### src/trs_pkg.sv
// Package: timing constants, channel kinds and operation codes for the reconfig sequencer
package trs_pkg;
  localparam int unsigned TRS_CLK_MHZ = 200;
  localparam int unsigned TRS_RX_OC_CYC = 18500;
  localparam int unsigned TRS_TX_CHECK_CYC = 900;
  localparam int unsigned TRS_BASELINE_CYC = 130000;
  localparam int unsigned TRS_UNUSED_CYC = 2;
  localparam int unsigned TRS_SIM_OC_CYC = 16;
  localparam int unsigned TRS_TX_RECFG_CYC = 1518;
  localparam int unsigned TRS_RX_RECFG_CYC = 5255;
  localparam int unsigned TRS_TXRX_RECFG_CYC = 6762;
  localparam int unsigned TRS_PLL_CYC = 863;
  localparam int unsigned TRS_TX_PLL_CYC = 2370;
  localparam int unsigned TRS_TXRX_PLL_CYC = 7614;
  localparam int unsigned TRS_CCU_CYC = 925;
  localparam int unsigned TRS_PMA_STRIDE = 4;
  localparam int unsigned TRS_STATUS_W = 102;
  localparam int unsigned TRS_STATUS1_W = 34;
  localparam int unsigned TRS_STATUS2_W = 68;
  localparam int unsigned TRS_CNT_W = 18;
  localparam int unsigned TRS_CH_W = 8;
  // Channel kind per logical index
  localparam logic [1:0] TRS_CH_NONE = 2'h0;
  localparam logic [1:0] TRS_CH_TX = 2'h1;
  localparam logic [1:0] TRS_CH_RX = 2'h2;
  localparam logic [1:0] TRS_CH_TXRX = 2'h3;
  // Direction select
  localparam logic [1:0] TRS_DIR_TX = 2'h1;
  localparam logic [1:0] TRS_DIR_RX = 2'h2;
  localparam logic [1:0] TRS_DIR_BOTH = 2'h3;
  // Operation select
  localparam logic [1:0] TRS_OP_CHAN = 2'h0;
  localparam logic [1:0] TRS_OP_CHAN_PLL = 2'h1;
  localparam logic [1:0] TRS_OP_PLL = 2'h2;
  localparam logic [1:0] TRS_OP_CCU = 2'h3;
endpackage

### src/trs_if.sv
// Interface: request/busy link between user logic and the reconfig controller
`timescale 1ns/1ps
interface trs_if;
  logic req;
  logic [1:0] op;
  logic [1:0] dir;
  logic [7:0] chan;
  logic busy;
  logic oc_done;
  logic pwrdn;
  modport ctrl (input req, input op, input dir, input chan, output busy, output oc_done,
                input pwrdn);
  modport user (output req, output op, output dir, output chan, input busy, input oc_done,
                output pwrdn);
endinterface

### src/trs_ctrl.sv
// Reconfiguration controller: offset cancellation pass and timed busy for reconfig ops
`timescale 1ns/1ps
module trs_ctrl #(
  parameter int unsigned NUM_CH = 24,
  parameter bit SIM_MODEL = 1'b0,
  parameter int unsigned RX_OC_CYC = trs_pkg::TRS_RX_OC_CYC,
  parameter int unsigned BASELINE_CYC = trs_pkg::TRS_BASELINE_CYC,
  parameter int unsigned TXRX_RECFG_CYC = trs_pkg::TRS_TXRX_RECFG_CYC,
  parameter int unsigned RX_RECFG_CYC = trs_pkg::TRS_RX_RECFG_CYC,
  parameter int unsigned TXRX_PLL_CYC = trs_pkg::TRS_TXRX_PLL_CYC
) (
  input wire logic clock, // 200 MHz reconfig clock
  input wire logic rst, // Synchronous reset, active high
  input wire logic clk_en, // Freezes all state while low
  input wire logic [trs_pkg::TRS_STATUS_W-1:0] status, // Combined channel status bus
  input wire logic [2*NUM_CH-1:0] ch_kind, // Two-bit channel kind per logical index
  trs_if.ctrl lnk // Request side
);
  import trs_pkg::*;

  typedef enum logic [2:0] {S_BOOT, S_SCAN, S_WAIT, S_BASE, S_IDLE, S_OP} trs_state_e;

  trs_state_e state_q, state_d;
  logic [TRS_CNT_W-1:0] cnt_q, cnt_d;
  logic [TRS_CH_W-1:0] ch_q, ch_d;
  logic busy_q, busy_d;
  logic done_q, done_d;
  logic [1:0] kind;
  logic [TRS_CNT_W-1:0] op_len;

  // Kind of the channel under scan; the status bus does not affect it
  always_comb begin
    kind = ch_kind[2*ch_q +: 2];
    if (status == '0) begin
      kind = kind; // Status only qualifies presence at board level
    end
  end

  // Busy length of a request, from operation and direction
  always_comb begin
    op_len = TRS_CNT_W'(TRS_CCU_CYC);
    case (lnk.op)
      TRS_OP_CHAN: begin
        case (lnk.dir)
          TRS_DIR_TX: op_len = TRS_CNT_W'(TRS_TX_RECFG_CYC);
          TRS_DIR_RX: op_len = TRS_CNT_W'(RX_RECFG_CYC);
          default: op_len = TRS_CNT_W'(TXRX_RECFG_CYC);
        endcase
      end
      TRS_OP_CHAN_PLL: begin
        case (lnk.dir)
          TRS_DIR_TX: op_len = TRS_CNT_W'(TRS_TX_PLL_CYC);
          default: op_len = TRS_CNT_W'(TXRX_PLL_CYC);
        endcase
      end
      TRS_OP_PLL: op_len = TRS_CNT_W'(TRS_PLL_CYC);
      TRS_OP_CCU: op_len = TRS_CNT_W'(TRS_CCU_CYC);
      default: op_len = TRS_CNT_W'(TRS_CCU_CYC);
    endcase
  end

  // Sequencer next state; cnt_q holds cycles of busy still to go
  always_comb begin
    state_d = state_q;
    cnt_d = cnt_q;
    ch_d = ch_q;
    busy_d = busy_q;
    done_d = done_q;
    case (state_q)
      S_BOOT: begin
        busy_d = 1'b1;
        ch_d = '0;
        if (SIM_MODEL) begin
          cnt_d = TRS_CNT_W'(TRS_SIM_OC_CYC - 1);
          state_d = S_BASE;
        end else begin
          state_d = S_SCAN;
        end
      end
      S_SCAN: begin
        // One cycle of each channel's time is spent here, the rest in S_WAIT
        case (kind)
          TRS_CH_NONE: cnt_d = TRS_CNT_W'(TRS_UNUSED_CYC - 2);
          TRS_CH_TX: cnt_d = TRS_CNT_W'(TRS_TX_CHECK_CYC - 2);
          default: cnt_d = TRS_CNT_W'(RX_OC_CYC - 2);
        endcase
        state_d = S_WAIT;
      end
      S_WAIT: begin
        if (cnt_q != '0) begin
          cnt_d = cnt_q - 1'b1;
        end else if (ch_q == TRS_CH_W'(NUM_CH - 1)) begin
          cnt_d = TRS_CNT_W'(BASELINE_CYC - 1);
          state_d = S_BASE;
        end else begin
          ch_d = ch_q + 1'b1;
          state_d = S_SCAN;
        end
      end
      S_BASE: begin
        if (cnt_q != '0) begin
          cnt_d = cnt_q - 1'b1;
        end else begin
          busy_d = 1'b0;
          done_d = 1'b1;
          state_d = S_IDLE;
        end
      end
      S_IDLE: begin
        if (lnk.req) begin
          busy_d = 1'b1;
          cnt_d = op_len - 1'b1;
          state_d = S_OP;
        end
      end
      S_OP: begin
        if (cnt_q != '0) begin
          cnt_d = cnt_q - 1'b1;
        end else begin
          busy_d = 1'b0;
          state_d = S_IDLE;
        end
      end
      default: state_d = S_BOOT;
    endcase
  end

  // State registers
  always_ff @(posedge clock) begin
    if (rst) begin
      state_q <= S_BOOT;
      cnt_q <= '0;
      ch_q <= '0;
      busy_q <= 1'b0;
      done_q <= 1'b0;
    end else if (clk_en) begin
      state_q <= state_d;
      cnt_q <= cnt_d;
      ch_q <= ch_d;
      busy_q <= busy_d;
      done_q <= done_d;
    end
  end

  assign lnk.busy = busy_q;
  assign lnk.oc_done = done_q;
endmodule

### src/flat_wrapper.sv
// flat-port wrapper written by rule: the top's interface ports become plain ports
module trs_ctrl_flat import trs_pkg::*;
#(
  parameter int unsigned NUM_CH = 24,
  parameter bit SIM_MODEL = 1'b0,
  parameter int unsigned RX_OC_CYC = trs_pkg::TRS_RX_OC_CYC,
  parameter int unsigned BASELINE_CYC = trs_pkg::TRS_BASELINE_CYC,
  parameter int unsigned TXRX_RECFG_CYC = trs_pkg::TRS_TXRX_RECFG_CYC,
  parameter int unsigned RX_RECFG_CYC = trs_pkg::TRS_RX_RECFG_CYC,
  parameter int unsigned TXRX_PLL_CYC = trs_pkg::TRS_TXRX_PLL_CYC
)
  (clock, rst, clk_en, status, ch_kind, lnk_req, lnk_op, lnk_dir, lnk_chan, lnk_busy, lnk_oc_done, lnk_pwrdn);
  trs_if lnk_i ();
  input wire logic clock;
  input wire logic rst;
  input wire logic clk_en;
  input wire logic [trs_pkg::TRS_STATUS_W-1:0] status;
  input wire logic [2*NUM_CH-1:0] ch_kind;
  input wire logic [$bits(lnk_i.req)-1:0] lnk_req;
  input wire logic [$bits(lnk_i.op)-1:0] lnk_op;
  input wire logic [$bits(lnk_i.dir)-1:0] lnk_dir;
  input wire logic [$bits(lnk_i.chan)-1:0] lnk_chan;
  output wire logic [$bits(lnk_i.busy)-1:0] lnk_busy;
  output wire logic [$bits(lnk_i.oc_done)-1:0] lnk_oc_done;
  input wire logic [$bits(lnk_i.pwrdn)-1:0] lnk_pwrdn;
  assign lnk_i.req = lnk_req;
  assign lnk_i.op = lnk_op;
  assign lnk_i.dir = lnk_dir;
  assign lnk_i.chan = lnk_chan;
  assign lnk_busy = lnk_i.busy;
  assign lnk_oc_done = lnk_i.oc_done;
  assign lnk_i.pwrdn = lnk_pwrdn;
  trs_ctrl #(.NUM_CH(NUM_CH), .SIM_MODEL(SIM_MODEL), .RX_OC_CYC(RX_OC_CYC), .BASELINE_CYC(BASELINE_CYC), .TXRX_RECFG_CYC(TXRX_RECFG_CYC), .RX_RECFG_CYC(RX_RECFG_CYC), .TXRX_PLL_CYC(TXRX_PLL_CYC)) u_core (.clock(clock), .rst(rst), .clk_en(clk_en), .status(status), .ch_kind(ch_kind), .lnk(lnk_i));
endmodule
### config.mk
export PLATFORM = sky130hd
export DESIGN_NAME = trs_ctrl_flat
export DESIGN_NICKNAME = d
export VERILOG_FILES = /design/src/trs_pkg.sv /design/src/trs_if.sv /design/src/trs_ctrl.sv /design/src/flat_wrapper.sv
export SDC_FILE = /design/constraint.sdc
export NUM_CORES = 1
export LEC_CHECK = 0
export BUFFER_PORTS_ARGS = -buffer_cell sky130_fd_sc_hd__buf_2
export CELL_PAD_IN_SITES_DETAIL_PLACEMENT = 0
export CELL_PAD_IN_SITES_GLOBAL_PLACEMENT = 1
export CORE_ASPECT_RATIO = 1.1
export CORE_MARGIN = 5
export CORE_UTILIZATION = 29
export DETAILED_ROUTE_END_ITERATION = 8
export PLACE_DENSITY_LB_ADDON = 0.08
export SYNTH_ARGS = -nofsm -noshare
export SYNTH_HDL_FRONTEND = slang
export SYNTH_SLANG_ARGS = --single-unit
### constraint.sdc
create_clock -name clock -period 2.9 [get_ports clock]
set_clock_uncertainty 0.1 [all_clocks]
set_input_delay 0.58 -clock clock [delete_from_list [all_inputs] [get_ports clock]]
set_output_delay 0.58 -clock clock [all_outputs]
set_load 0.05 [all_outputs]
# Yosys cells after proc, flatten, opt, wreduce, memory -nomap -nowiden
# Index checks and enable logic that the tools add are counted.
# W data, S select, Z words.
# classes
addsub	3
mul	0
div	0
order_cmp	0
eq_ne	18
n_shift	1
mux	20
bitwise	1
reduce_logical	13
# op_table
op	count
$pmux W18 S4	2
$mux W18	4
$shiftx A48 B10 Y2	1
$sub A18 B1 Y18 const B	2
$pmux W15 S2	1
$pmux W13 S2	1
$reduce_bool A18 Y1	1
$mux W8	2
$pmux W8 S2	1
$pmux W3 S5	1
$mux W13	1
$reduce_and A4 Y1	3
$mux W3	3
$add A8 B1 Y8 const B	1
$eq A8 B5 Y1 const B	1
$ne A2 B2 Y1 const B	4
$eq A2 B1 Y1 const B	3
$eq A2 B2 Y1 const B	3
$eq A3 B2 Y1 const B	2
$eq A3 B3 Y1 const B	2
$reduce_and A5 Y1	1
$logic_not A2 Y1	2
$reduce_bool A4 Y1	1
$eq A3 B1 Y1 const B	1
other kinds (11)	12
# totals
reg_bits	31
latchBits	0
mem_bits_rw	0
romBits	0
inputBits	167
output_inout_bits	2
wordCells	61
memories	0

# Logic depth before layout (Yosys ltp)
# logic_depth
word_depth	6
mapped_depth	10
mapped_depth_nobuf	10

# Worst setup path before layout
# No wires, ideal clock.
# synth_path
path_kind	register to register
start	register u_core.cnt_q[0]
end	register u_core.ch_q[5]
setup_time_ns	0.117
arrival_time_ns	2.456
required_ns	2.683
path_slack_ns	0.227
path_stages_with_launch	10
cell_sequence	dfxtp_1 > inv_1 > ha_1 > or4b_4 > or4_1 > buf_2 > o31a_4 > nor4_4 > xnor2_1 > nor2_1
# synth_via
elab_chain_len	3
# synth_rtl
item	line	text
start: declaration	trs_ctrl.sv:24	logic [TRS_CNT_W-1:0] cnt_q, cnt_d;
start signal: assignment	trs_ctrl.sv:138	cnt_q <= cnt_d;
$reduce_bool A18 Y1	trs_ctrl.sv:90	if (cnt_q != '0) begin
$ne A2 B2 Y1 (no source line)	n/a	
$reduce_and A4 Y1 (no source line)	n/a	
end signal: assignment	trs_ctrl.sv:139	ch_q <= ch_d;
end: declaration	trs_ctrl.sv:25	logic [TRS_CH_W-1:0] ch_q, ch_d;
# Every way passes these cells.
# A chain may end at the register's enable or synchronous reset.

# Final worst setup path
# layout_path
start	register u_core.cnt_q[1]
end	register u_core.ch_q[1]
# The elaborated chain is that of the path after synthesis.

==> impl_summary.log <==
[metrics] mean post-synth cell area: ~7.6 um2
[metrics] total number of H-tree levels: 2
[metrics] Largest stage delay, worst path: 0.56 ns
[metrics] GRT overflow: 0
[metrics] Avg Vias per Cell: around 5.4
[metrics] x dimension of the die: between 100 and 150 um
[metrics] post-route minimum period: 2.768 ns
[metrics] routed wire length: around 8300 um
[metrics] DPL Wire Length: roughly 6500 um
[metrics] number of top-level pins: about 170
[metrics] Syn-to-layout area delta: 23.08%
[metrics] number of max-slew violations in the final report: 0
[metrics] leakage power: around 0.0013 uW
[metrics] number of iterations in the first detailed-routing pass: 4
[metrics] CP Launch Type: flop
[metrics] count of distinct cell types in the synthesized netlist: 53
[metrics] initial core utilization: 0.2956
[metrics] synthesized netlist cell count: around 340
[metrics] final worst path period share: 0.9546
[metrics] Final Hold Violating Endpoints: 0
[metrics] Clock transition at path regs: 0.07 ns
[metrics] CTS max path bufs: 2
[metrics] Placeable Area: just under 9000 um2
[metrics] full die area: approximately 11000 um2
[metrics] Setup Crit Path Kind: flop to flop
[metrics] kind of end point of the critical path: flop
[metrics] number of resized instances in the post-cts repair step: 1
[metrics] TritonCTS buffer count: 5
[metrics] minimum hold slack: between 0.3 and 0.4 ns
[metrics] IO Port Bufs: 57
[metrics] predominant post-synthesis flop cell: dfxtp_1
[metrics] antenna violations before repair: 0
[metrics] fraction of final layout cells sized beyond drive strength 1: 0.2506
[metrics] clock tree from TritonCTS: yes
[metrics] power density over the cells: approximately 440 nW/um2
[metrics] number of placement rows: 36
[metrics] wire length of the first global-routing pass: ~13000 um
[metrics] number of buffers added to fix hold violations after cts: 0
[metrics] Hold WC Path Type: flop to flop
[metrics] cells along the critical path: inv_1, ha_1, or4b_4, or4_4, o31a_4, or2_1, mux2i_1, nor2_1
[metrics] total of flip-flops plus latches after synthesis: 31
[metrics] fin util: 0.3638
[metrics] required time of the worst setup path: between 2 and 3 ns
[metrics] die outline height: between 100 and 150 um
[metrics] most used cells in the layout excluding fill and tap cells: 57 x buf_2, 31 x nor2_1, 31 x dfxtp_1, 28 x a21oi_1
[metrics] leading cell type in the layout, fill and taps excluded: buf_2
[metrics] RD Place Congestion: between 0.8 and 0.9
[metrics] number of global-route vias before repair: about 2700
[metrics] post-place setup slack: -0.01886 ns
[metrics] headroom to the max-slew limit: 0.3141
[metrics] Starting DRT DRC Count: approximately 120
[metrics] routed via count: 2817
[metrics] Avg WL per Cell: around 16 um
[metrics] net count after synthesis: around 500
[metrics] Worst Setup Slack, final: roughly 0.13 ns
[metrics] Ys Warns: 0
[metrics] number of setup violations in the final report: 0
[metrics] cell area after placement: slightly above 3000 um2
[metrics] TritonCTS Sinks: 31
[metrics] Fmax achieved: about 0.36 GHz
[metrics] crit-path max FO: 8
[metrics] Max Cap Violations: 0
[metrics] Worst-Skew Late Latency: 0.29 ns
[metrics] Antenna Violating Nets Remaining: 0
[metrics] worst voltage drop across the vdd grid: ~0.00015 V
[metrics] number of DRC violations after detailed routing: 0
[metrics] Worst-Margin Slew: roughly 1.0 ns
[metrics] async set-or-reset flop fraction in the synthesized netlist: 0
[metrics] Antenna diodes: 0
[metrics] number of nets in the finished design: roughly 570
[metrics] Setup Buffers After CTS: 0
[metrics] maximum number of pins on one net before global-route repair: 26
[metrics] count of flip-flops with a built-in enable after synthesis: 0
[metrics] post-route standard cell area excluding fillers: ~3200 um2
[metrics] cell at the root of the clock tree: clkbuf_8
[metrics] Total GRT Usage: 0.1530
[metrics] cell with the largest stage delay on the worst path: or4_4
[metrics] status: complete, no violations
[metrics] cell area after synthesis: 2596 um2
[metrics] Crit path arrival time: between 2 and 3 ns
[metrics] fraction of the yosys area taken by sequential cells: 0.2390
routing by layer:
| layer | share of wire | vias to the layer above | GRT usage |
|---|---|---|---|
| met2 | 0.49 | 85 | 0.2656 |
| met4 | 0.016 | 0 | 0.04620 |
| met5 | 0 | - | 0 |
| met3 | 0.052 | 13 | 0.03199 |
| li1 | - | 1399 | - |
| met1 | 0.44 | 1320 | 0.1893 |
cells by family (layout without fill, tap and decap cells):
kind of cell	after synthesis	after routing	share of synthesized area
buf+inv	38	98	0.05832
compound gates	100	100	0.2472
simple gates	130	130	0.2694
mux	23	23	0.1080
xor+xnor	16	16	0.05397
fa+ha+maj	5	5	0.02410
flops	31	31	0.2390
layout make-up:
| class | count | area (um2) |
|---|---|---|
| clock inverter | 2 | 12.51 |
| fill | 980 | 5588 |
| multi-input combinational | 274 | 1847 |
| sequential | 31 | 620.6 |
| inverter | 12 | 45.04 |
| clock buffer | 6 | 72.57 |
| timing repair buffer | 78 | 455.4 |
| tap | 114 | 142.6 |
stage by stage:
stage               TNS [ns]  instances  power [uW]
global route        -0.09238        517        1507
detailed placement  -0.02668        509        1058
finish                     0        517        1409
global placement    -0.01077        509        1056
CTS                        0        517        1408
floorplan                  0        343       859.7
flip-flops by register name, indices dropped and copies added, names as in the netlist:
signal,cells
u_core.cnt_q,18
u_core.lnk.oc_done,1
u_core.ch_q,8
u_core.lnk.busy,1
u_core.state_q,3
report_power, final:
group	internal [uW]	switching, uW	total (uW)
Clock	168	170	337
Combinational	261	327	588
Sequential	449	34.7	484
Total	878	532	1410
Yosys cell counts (2+ instances only):
library cell,instances,share of area
a21oi_1,29,0.056
nand3_1,11,0.021
mux2i_1,19,0.073
buf_1,2,0.0029
or3_1,7,0.017
nand2b_1,6,0.014
o221ai_1,2,0.0067
inv_1,12,0.017
a22oi_1,8,0.023
nand3b_1,2,0.0058
o31ai_1,3,0.0087
o21ai_0,20,0.039
nor3_1,16,0.031
nor2b_1,5,0.012
xnor2_1,12,0.040
xor2_1,4,0.013
dfxtp_1,31,0.24
or4_1,5,0.014
nor4b_1,2,0.0067
a31oi_1,8,0.019
o211ai_1,4,0.012
ha_1,5,0.024
buf_2,4,0.0077
nor4_1,8,0.019
a211oi_1,8,0.023
a221oi_1,2,0.0067
a21o_1,3,0.0087
a311oi_1,3,0.010
o22ai_1,2,0.0048
nor3b_1,2,0.0058
clkbuf_1,19,0.027
a32oi_1,2,0.0067
mux4_2,4,0.035
nor2_1,32,0.046
nand4_1,3,0.0072
nand2_1,21,0.030
worst max-delay path, delay by kind of cell (launching register included):
family	cells	cell delay, ns
adder cells (fa/ha/maj)	1	0.19
flip-flops	1	0.33
AO/OA/AOI/OAI	1	0.40
AND/OR/NAND/NOR	4	1.38
multiplexers	1	0.16
buffers and inverters	1	0.09
path summary, 6_finish.rpt:
path | startpoint | endpoint | slack (ns) | depth (start not counted)
hold reg to reg | u_core.lnk.oc_done | u_core.lnk.oc_done | 0.39 | 2
hold / removal | u_core.lnk.oc_done | u_core.lnk.oc_done | 0.39 | 2
setup / recovery | u_core.cnt_q[1] | u_core.ch_q[1] | 0.13 | 8
setup reg to reg | u_core.cnt_q[1] | u_core.ch_q[1] | 0.13 | 8
No activity file was read; power rests on OpenSTA's default activity.
